===== src/rtl/bpw_pkg.sv =====
// Shared constants and the pin synchroniser of the wake handshake block
`timescale 1ns/1ps
`default_nettype none

package bpw_pkg;
	// ----------------------------------------
	// Clock rates and divider
	// ----------------------------------------
	localparam int unsigned CLK_HZ = 125_000_000;
	localparam int unsigned LPO_HZ = 32_768;
	localparam int unsigned LPO_DIV_INT = CLK_HZ / LPO_HZ;
	localparam int DIV_W = 12;
	localparam logic [DIV_W-1:0] LPO_DIV_CYCLES = DIV_W'(LPO_DIV_INT);
	localparam logic [DIV_W-1:0] DIV_ZERO = 12'h000;
	localparam logic [DIV_W-1:0] DIV_ONE = 12'h001;

	// ----------------------------------------
	// Radio power-down vector layout
	// ----------------------------------------
	localparam int RF_W = 4;
	localparam int RF_TX = 0;
	localparam int RF_RX = 1;
	localparam int RF_PLL = 2;
	localparam int RF_PA = 3;
	localparam logic [RF_W-1:0] RF_ALL_DOWN = 4'hF;
	localparam logic [RF_W-1:0] RF_NONE = 4'h0;

	// ----------------------------------------
	// Sleep interval counter
	// ----------------------------------------
	localparam int IVL_W = 16;
	localparam logic [IVL_W-1:0] IVL_ONE = 16'h0001;

	// ----------------------------------------
	// Power states
	// ----------------------------------------
	typedef enum logic [1:0] {
		BPW_ACTIVE = 2'b00,
		BPW_SLEEP = 2'b01,
		BPW_LOWPWR = 2'b10
	} bpw_state_e;
endpackage

// ----------------------------------------
// Three-stage synchroniser with agreement filter
// ----------------------------------------
module bpw_sync #(
	parameter logic RESET_VAL = 1'b0
) (
	input wire logic clock,
	input wire logic reset,
	input wire logic pin,
	output logic level
);
	logic s1_q;
	logic s2_q;
	logic s3_q;
	logic level_q;

	// Shift chain; the first stage feeds only the second
	always_ff @(posedge clock or posedge reset) begin
		if (reset) begin
			s1_q <= RESET_VAL;
			s2_q <= RESET_VAL;
			s3_q <= RESET_VAL;
		end else begin
			s1_q <= pin;
			s2_q <= s1_q;
			s3_q <= s2_q;
		end
	end

	// Accept a change once stages two and three agree
	always_ff @(posedge clock or posedge reset) begin
		if (reset) begin
			level_q <= RESET_VAL;
		end else if (s2_q == s3_q) begin
			level_q <= s3_q;
		end
	end

	assign level = level_q;
endmodule

`default_nettype wire


===== src/rtl/bpw_power_wake.sv =====
// Wake handshake, sleep control and radio power-down for the baseband
`timescale 1ns/1ps
`default_nettype none

module bpw_power_wake
	import bpw_pkg::*;
#(
	parameter logic [DIV_W-1:0] LPO_DIV = bpw_pkg::LPO_DIV_CYCLES
) (
	input wire logic clock,
	input wire logic reset,
	input wire logic uart_transport_sel,
	input wire logic wake_lines_en,
	input wire logic fold_flow_en,
	input wire logic wake_active_low,
	input wire logic attn_active_low,
	input wire logic wakeup_request_in,
	input wire logic cts_in,
	input wire logic uart_rts_flow,
	input wire logic sleep_criteria_met,
	input wire logic sw_sleep_cmd,
	input wire logic sw_wake_cmd,
	input wire logic lowpower_mode_enter,
	input wire logic [bpw_pkg::IVL_W-1:0] lowpower_interval,
	input wire logic host_event_raise,
	input wire logic host_event_delivered,
	input wire logic pkt_tx_active,
	input wire logic pkt_rx_active,
	input wire logic [bpw_pkg::RF_W-1:0] sw_radio_off,
	output logic host_wake_out,
	output logic rts_out,
	output logic cts_flow_out,
	output logic [bpw_pkg::RF_W-1:0] radio_pd,
	output logic lpo_select,
	output logic device_asleep
);
	import bpw_pkg::*;

	// ----------------------------------------
	// Declarations
	// ----------------------------------------
	bpw_state_e state_q;
	bpw_state_e state_d;
	logic attn_q;
	logic attn_d;
	logic [DIV_W-1:0] div_q;
	logic [DIV_W-1:0] div_d;
	logic [IVL_W-1:0] ivl_q;
	logic [IVL_W-1:0] ivl_d;
	logic host_wake_q;
	logic rts_q;
	logic cts_flow_q;
	logic [RF_W-1:0] pd_q;
	logic lpo_q;
	logic asleep_q;
	logic wake_pin_lvl;
	logic cts_pin_lvl;

	// ----------------------------------------
	// Pin synchronisers
	// ----------------------------------------
	bpw_sync #(.RESET_VAL(1'b0)) u_sync_wake (
		.clock(clock),
		.reset(reset),
		.pin(wakeup_request_in),
		.level(wake_pin_lvl)
	);

	bpw_sync #(.RESET_VAL(1'b0)) u_sync_cts (
		.clock(clock),
		.reset(reset),
		.pin(cts_in),
		.level(cts_pin_lvl)
	);

	// ----------------------------------------
	// Line selection and wake decode
	// ----------------------------------------
	wire dedicated = uart_transport_sel & wake_lines_en;
	wire folded = uart_transport_sel & fold_flow_en & ~wake_lines_en;
	wire saving_q = (state_q != BPW_ACTIVE);
	wire wake_ded = dedicated & (wake_pin_lvl ^ wake_active_low);
	wire wake_fold = folded & saving_q & (cts_pin_lvl ^ wake_active_low);
	wire wake_req = wake_ded | wake_fold;
	wire sleep_ok = ~wake_req & ~sw_wake_cmd & sleep_criteria_met;
	wire go_lowpwr = sleep_ok & lowpower_mode_enter;
	wire go_sleep = sleep_ok & sw_sleep_cmd;

	// Low-power clock enable and interval expiry
	wire lpo_tick = saving_q & (div_q == LPO_DIV - DIV_ONE);
	wire ivl_done = lpo_tick & (ivl_q <= IVL_ONE);

	// ----------------------------------------
	// Power state machine
	// ----------------------------------------
	always_comb begin
		state_d = state_q;
		unique case (state_q)
			BPW_ACTIVE: begin
				if (go_lowpwr) begin
					state_d = BPW_LOWPWR;
				end else if (go_sleep) begin
					state_d = BPW_SLEEP;
				end
			end
			BPW_SLEEP: begin
				if (wake_req | sw_wake_cmd) begin
					state_d = BPW_ACTIVE;
				end
			end
			BPW_LOWPWR: begin
				if (wake_req | sw_wake_cmd | ivl_done) begin
					state_d = BPW_ACTIVE;
				end
			end
			default: begin
				state_d = BPW_ACTIVE;
			end
		endcase
	end

	// Divider runs only while on the low-power clock
	assign div_d = (~saving_q | lpo_tick) ? DIV_ZERO : div_q + DIV_ONE;

	// Interval loads on entry and counts low-power ticks
	assign ivl_d = (state_q == BPW_ACTIVE && go_lowpwr) ? lowpower_interval :
		(lpo_tick && ivl_q != '0) ? ivl_q - IVL_ONE : ivl_q;

	// Attention holds until delivered; a new event wins over delivery
	assign attn_d = host_event_raise | (attn_q & ~host_event_delivered);

	// ----------------------------------------
	// Output decode from next state
	// ----------------------------------------
	wire awake_d = (state_d == BPW_ACTIVE);
	wire tx_on = awake_d & pkt_tx_active & ~sw_radio_off[RF_TX];
	wire rx_on = awake_d & pkt_rx_active & ~sw_radio_off[RF_RX];
	wire pa_on = tx_on & ~sw_radio_off[RF_PA];
	wire pll_on = (tx_on | rx_on) & ~sw_radio_off[RF_PLL];
	wire [RF_W-1:0] pd_d = {~pa_on, ~pll_on, ~rx_on, ~tx_on};
	wire attn_lvl = attn_d ^ attn_active_low;
	wire idle_lvl = attn_active_low;
	wire host_wake_d = dedicated ? attn_lvl : idle_lvl;
	wire rts_d = (folded & ~awake_d) ? attn_lvl : uart_rts_flow;
	wire cts_flow_d = folded ? (awake_d & cts_pin_lvl) : cts_pin_lvl;

	// ----------------------------------------
	// State registers
	// ----------------------------------------
	always_ff @(posedge clock or posedge reset) begin
		if (reset) begin
			state_q <= BPW_ACTIVE;
			attn_q <= 1'b0;
			div_q <= DIV_ZERO;
			ivl_q <= '0;
		end else begin
			state_q <= state_d;
			attn_q <= attn_d;
			div_q <= div_d;
			ivl_q <= ivl_d;
		end
	end

	// Output registers
	always_ff @(posedge clock or posedge reset) begin
		if (reset) begin
			host_wake_q <= 1'b0;
			rts_q <= 1'b0;
			cts_flow_q <= 1'b0;
			pd_q <= RF_ALL_DOWN;
			lpo_q <= 1'b0;
			asleep_q <= 1'b0;
		end else begin
			host_wake_q <= host_wake_d;
			rts_q <= rts_d;
			cts_flow_q <= cts_flow_d;
			pd_q <= pd_d;
			lpo_q <= ~awake_d;
			asleep_q <= ~awake_d;
		end
	end

	assign host_wake_out = host_wake_q;
	assign rts_out = rts_q;
	assign cts_flow_out = cts_flow_q;
	assign radio_pd = pd_q;
	assign lpo_select = lpo_q;
	assign device_asleep = asleep_q;
endmodule

`default_nettype wire


===== config.mk =====
export PLATFORM = sky130hd
export DESIGN_NAME = bpw_power_wake
export DESIGN_NICKNAME = d
export VERILOG_FILES = /design/src/rtl/bpw_pkg.sv /design/src/rtl/bpw_power_wake.sv
export SDC_FILE = /design/constraint.sdc
export NUM_CORES = 1
export LEC_CHECK = 0
export BUFFER_PORTS_ARGS = -buffer_cell sky130_fd_sc_hd__clkbuf_2
export CORE_MARGIN = 2
export CORE_UTILIZATION = 49
export CTS_CLUSTER_SIZE = 16
export DETAILED_ROUTE_END_ITERATION = 8
export GPL_ROUTABILITY_DRIVEN = 0
export GPL_TIMING_DRIVEN = 0
export PLACE_DENSITY_LB_ADDON = 0.25
export SYNTH_ARGS = -nofsm -noshare
export SYNTH_HDL_FRONTEND = slang
export SYNTH_SLANG_ARGS = --single-unit

===== constraint.sdc =====
create_clock -name clock -period 2.3 [get_ports clock]
set_input_delay 0.23 -clock clock [delete_from_list [all_inputs] [get_ports clock]]
set_output_delay 0.23 -clock clock [all_outputs]
set_load 0.05 [all_outputs]

# == After elaboration in Yosys (flattened, before gate mapping) ==
# Cells that the tools add are included.
# word_totals
input_bits,38
out_inout_bits,9
ff_bits,47
# classes
n_reduce_logical,7
n_addsub,2
n_eq_ne,5
n_bitwise,44
magnitude_cmp,1
mux,11
# op_table
operator,count
$mux 16,2
$and 1x1->1,21
$le 16x1->1 const B,1
$reduce_bool 16->1,1
$sub 16x1->16 const B,1
$not 1->1,14
$add 12x1->12 const B,1
$eq 12x12->1 const B,1
$mux 12,1
$mux 2,4
$or 1x1->1,6
$pmux 2 s3,1
$logic_not 2->1,2
$reduce_bool 2->1,2
$mux 1,3
$xor 1x1->1,3
$eq 1x1->1,2
$eq 2x1->1 const B,1
$eq 2x2->1 const B,1
$logic_and 1x1->1,2

# == Longest topological paths before layout ==
# depth
depth_word,18
mapped_depth,8
ltp_nobuf,7

# == Cells and area by module ==
# Synthesis repeated with hierarchy kept, for this count alone.
# unflattened
cells_unflattened,221
hier_area_um2,2293.4
# modules_own_cells
module,instances,cells_per_inst,area_per_inst_um2
bpw_power_wake,1,209,2063.2
bpw_sync,2,6,115.1

# == Worst setup path before layout ==
# Ideal clock, no wire load.
# synth_path
kind,reg-to-reg
startpoint,reg ivl_q[6]
endpoint,"reg pd_q[3], in the netlist radio_pd[3]"
arrival_time_ns,2.106
synth_period_minus_slack_ns,2.188
stages_incl_launch_ff,7
t_required_ns,2.218
n_path_buf,0
path_slack_ns,0.112
cell_sequence,dfrtp_1 or4_4 nor4_4 nand3_2 o31a_1 or3_4 or2_1
# synth_between
elab_chain_cells,10
# synth_lines
element,line_no,text
start: declaration,bpw_power_wake.sv:48,logic [IVL_W-1:0] ivl_q;
start signal: assignment,bpw_power_wake.sv:160,ivl_q <= ivl_d;
$le 16x1->1,bpw_power_wake.sv:91,wire ivl_done = lpo_tick & (ivl_q <= IVL_ONE);
$and 1x1->1,bpw_power_wake.sv:91,
$or 1x1->1,bpw_power_wake.sv:112,if (wake_req | sw_wake_cmd | ivl_done) begin
$mux 2,bpw_power_wake.sv:112,
$pmux 2 s3,bpw_power_wake.sv:98,unique case (state_q)
$logic_not 2->1,bpw_power_wake.sv:135,wire awake_d = (state_d == BPW_ACTIVE);
$and 1x1->1 (2 in a row),bpw_power_wake.sv:136,wire tx_on = awake_d & pkt_tx_active & ~sw_radio_off[RF_TX];
$and 1x1->1,bpw_power_wake.sv:138,wire pa_on = tx_on & ~sw_radio_off[RF_PA];
$not 1->1,bpw_power_wake.sv:140,"wire [RF_W-1:0] pd_d = {~pa_on, ~pll_on, ~rx_on, ~tx_on};"
via pd_d[3],bpw_power_wake.sv:140,
end signal: assignment,bpw_power_wake.sv:177,pd_q <= pd_d;
end: declaration,bpw_power_wake.sv:53,logic [RF_W-1:0] pd_q;
# The timed path passes the listed nets, and every way through them passes these cells.
# A chain may end at the register's enable or synchronous reset.

# == Worst setup path after layout ==
# layout_path
startpoint,reg ivl_q[11]
endpoint,"reg pd_q[3], in the netlist radio_pd[3]"
# The elaborated chain is that of the path after synthesis.

==> key figures <==
STA
  – Total negative slack: 0 ps
  – Clock period minus worst slack: 2260 ps
  – Final Setup Violations: 0
  – Fin Clk Skew: around 15 ps
  – Fin crit share: 0.984
  – Least-Margin Pin Slew: 568 ps
  – Max-Slew Margin vs Limit: 0.620
  – Slew Viols, Final: 0
  – RSZ-0062 raised after global routing: yes
  – Fin. Hold Viols: 0
  – F_max: 442 MHz

Setup path
  – Crit end category: register
  – Crit path max-delay family: simple AND/OR/NAND/NOR gates
  – Worst Path Required: ~2500 ps
  – CP max stage delay: 580 ps
  – Peak fanout along the critical path: 5
  – Crit-path cells: or4_4 -> nor2_4 -> nand3_2 -> o31a_1 -> or3_4 -> or2_1
  – R2R depth: 6
  – Crit path depth: 6
  – Critical path launch point type: register
  – Crit path arrival time: 2490 ps
  – R2R setup slack: 40 ps
  – Slowest library cell on the worst path: or4_4
  – Buffers and inverters on the worst path: 0
  – Worst Setup Path Type: register to register

Synth
  – Syn Nets: 263
  – Share of flip-flops with an asynchronous set or reset: 1.00
  – Most common library cells after synthesis: 43 x dfrtp_1, 27 x nor2_1, 17 x nand2_1
  – Count of cell types in the netlist: 57
  – Synth Area per Inst: between 10 and 15 um2
  – Post-Syn Instances: 220
  – Top-count cell post-synth: dfrtp_1
  – Cell taking the most area after synthesis: dfrtp_1
  – Yosys reg bits: 47
  – Yosys Warn Count: 0
  – Main flop type after synthesis: dfrtp_1
  – Ranking of synthesized cells by area: dfrtp_1 46%, dfstp_2 4.5%, nor2_1 4.4%
  – Post-synth EDFFs: 0
  – Register area share after synthesis: 0.509
  – Post-Syn Area: about 2300 um2
  – Synth top area share: 0.464

Finish
  – Fillers: 383
  – Area grow syn2layout: 24.9%
  – Fin util: 0.626
  – Antenna fix cells: 0
  – Fin nets: around 330
  – Share of layout cells above drive strength 1: 0.323

Drt
  – Initial DRT Pass Iterations: 4
  – Routed wire length per instance: 14.0 um
  – Vias per inst: about 5.5
  – Post-DRT Antenna Nets: 0
  – WL final: 4750 um
  – Vias: 1,879
  – DRC: 0
  – Initial drt markers: around 180

Pwr
  – Clock power share: 0.284
  – P_sw: approximately 0.62 mW
  – Tot Pwr: between 2 and 2.5 mW
  – Sequential cell fraction of total power: 0.495
  – VDD IR-drop max: 0.000394 V
  – Pwr Density: 720 nW/um2
  – Switching Share: 0.298
  – Combinational Power Share: 0.221
  – Leakage: 1.28 nW
  – P_int: 1.46 mW

Place
  – I/O Buffers: 46
  – Post-DP HPWL: 3380 um

Clock network
  – Insertion delay to the later sink of the worst-skew pair: 300 ps
  – TritonCTS Buffers: 5
  – CTS tree: done
  – TritonCTS Sinks: 47
  – CTS Buffer Depth: 2
  – Clock root cell: clkbuf_8
  – Clock H-tree levels: 2
  – Clk slew on worst S/H paths: around 90 ps

Global routing
  – Pin count of the biggest net entering global routing: 28
  – Vias in the first global route: 1,857
  – GRT Total Usage: 0.194
  – First-pass GRT wire length: 7990 um
  – Initial antenna violation count: 0
  – Total grt overflow: 0

Floorplan
  – Core footprint: 4630 um2
  – I/O Pins: between 40 and 50
  – Die H: 72.8 um
  – Die width: slightly above 70 um
  – Die area: 5300 um2
  – Row count: 25
  – Starting Density: 0.501

Worst hold path
  – Worst Hold Class: primary input to register
  – Hold Path Stages: 1

Job
  – Max Cap Viol: 0

Outcome
  – Status: completed
[per-layer routing]
layer | track usage | wire [um] | vias to the layer above
li1 | - | - | 921
met1 | 0.254 | 2140 | 902
met2 | 0.316 | 2340 | 49
met3 | 0.0262 | 191 | 7
met4 | 0.0988 | 74 | 0
met5 | 0 | 0 | -
[placed cells by master (no fill, tap or decap), types with 2 or more instances in the layout]
| cell | count |
|---|---|
| xnor2_1 | 8 |
| o21ai_0 | 9 |
| and4_2 | 2 |
| inv_1 | 7 |
| nor3_1 | 3 |
| or3_4 | 2 |
| and3_1 | 3 |
| maj3_1 | 2 |
| buf_4 | 10 |
| nand2_1 | 17 |
| nand3_1 | 10 |
| nor4_1 | 3 |
| a221o_1 | 5 |
| o311a_1 | 3 |
| nor2_4 | 2 |
| or4_4 | 3 |
| clkbuf_1 | 4 |
| ha_1 | 5 |
| dfstp_2 | 4 |
| clkbuf_8 | 5 |
| nand3b_1 | 2 |
| nor2_1 | 26 |
| nor4_4 | 2 |
| nand4_1 | 6 |
| a21oi_1 | 5 |
| o211ai_1 | 2 |
| xor2_1 | 11 |
| dfrtp_1 | 43 |
| clkbuf_2 | 47 |
[state kept, by name, indices dropped and copies added (netlist names), 2 cells and up]
signal	cells
ivl_q	16
radio_pd	4
div_q	12
state_q	2
[cells by family (layout without fill, tap and decap cells)]
kind of cell | after synthesis | in the layout | share of synthesized area
AO/OA/AOI/OAI | 37 | 37 | 0.118
XOR/XNOR | 19 | 19 | 0.0718
adder cells (fa/ha/maj) | 7 | 7 | 0.0356
buffers and inverters | 13 | 78 | 0.0232
flip-flops | 47 | 47 | 0.509
multiplexers | 1 | 1 | 0.00486
AND/OR/NAND/NOR | 96 | 96 | 0.237
[layout make-up]
| cell class | instances | area, um2 | share of cell area |
|---|---|---|---|
| Tap cell | 54 | 67.6 | 0.0233 |
| Timing Repair Buffer | 57 | 328 | 0.113 |
| Inverter | 8 | 30.0 | 0.0104 |
| Clock inverter | 1 | 30.0 | 0.0104 |
| Multi-Input combinational cell | 160 | 1160 | 0.399 |
| Buffer | 5 | 27.5 | 0.00950 |
| Clock buffer | 7 | 76.3 | 0.0263 |
| Sequential cell | 47 | 1180 | 0.408 |
[worst paths after layout]
kind                                                 from                        end
worst min register to register  u_sync_cts.s1_q$_DFF_PP0_  u_sync_cts.s2_q$_DFF_PP0_
worst min-delay path                               cts_in  u_sync_cts.s1_q$_DFF_PP0_
min in group asynchronous                           reset       ivl_q[7]$_DFFE_PP0P_
max in group asynchronous                           reset        div_q[10]$_DFF_PP0_
worst max-delay path                ivl_q[11]$_DFFE_PP0P_      radio_pd[3]$_DFF_PP1_
worst max register to register      ivl_q[11]$_DFFE_PP0P_      radio_pd[3]$_DFF_PP1_
[repair_timing]
item,CTS,global route
gates resized for setup,0,14
endpoints found under the hold margin,16,0
hold buffers,1,0
pin swaps,3,4
setup buffers,3,6
endpoints found under the setup margin,5,17
[through the flow]
| stage | hold slack (ps) | std cells | setup slack (ps) | instance area, um2 |
|---|---|---|---|---|
| 4_1_cts | 36.4 | 333 | -46.8 | 2780 |
| 6_report | 42.9 | 339 | 35.7 | 2900 |
| 3_3_place_gp | 332 | 320 | -76.7 | 2620 |
| 2_1_floorplan | 261 | 220 | 112 | 2320 |
| 5_1_grt | 29.0 | 339 | -44.2 | 2900 |
| 3_5_place_dp | 251 | 321 | -97.9 | 2640 |
[power by group through the flow]
| stage | Clock [mW] | Combinational, mW | Sequential, mW |
|---|---|---|---|
| after global routing | 0.636 | 0.511 | 1.05 |
| final | 0.593 | 0.460 | 1.03 |
| after CTS | 0.606 | 0.419 | 1.03 |
| after global placement | 0 | 0.387 | 1.05 |
| after detailed placement | 0 | 0.397 | 1.05 |
| after floorplan | 0 | 0.257 | 1.07 |
Power figures use the tool's default switching activity.
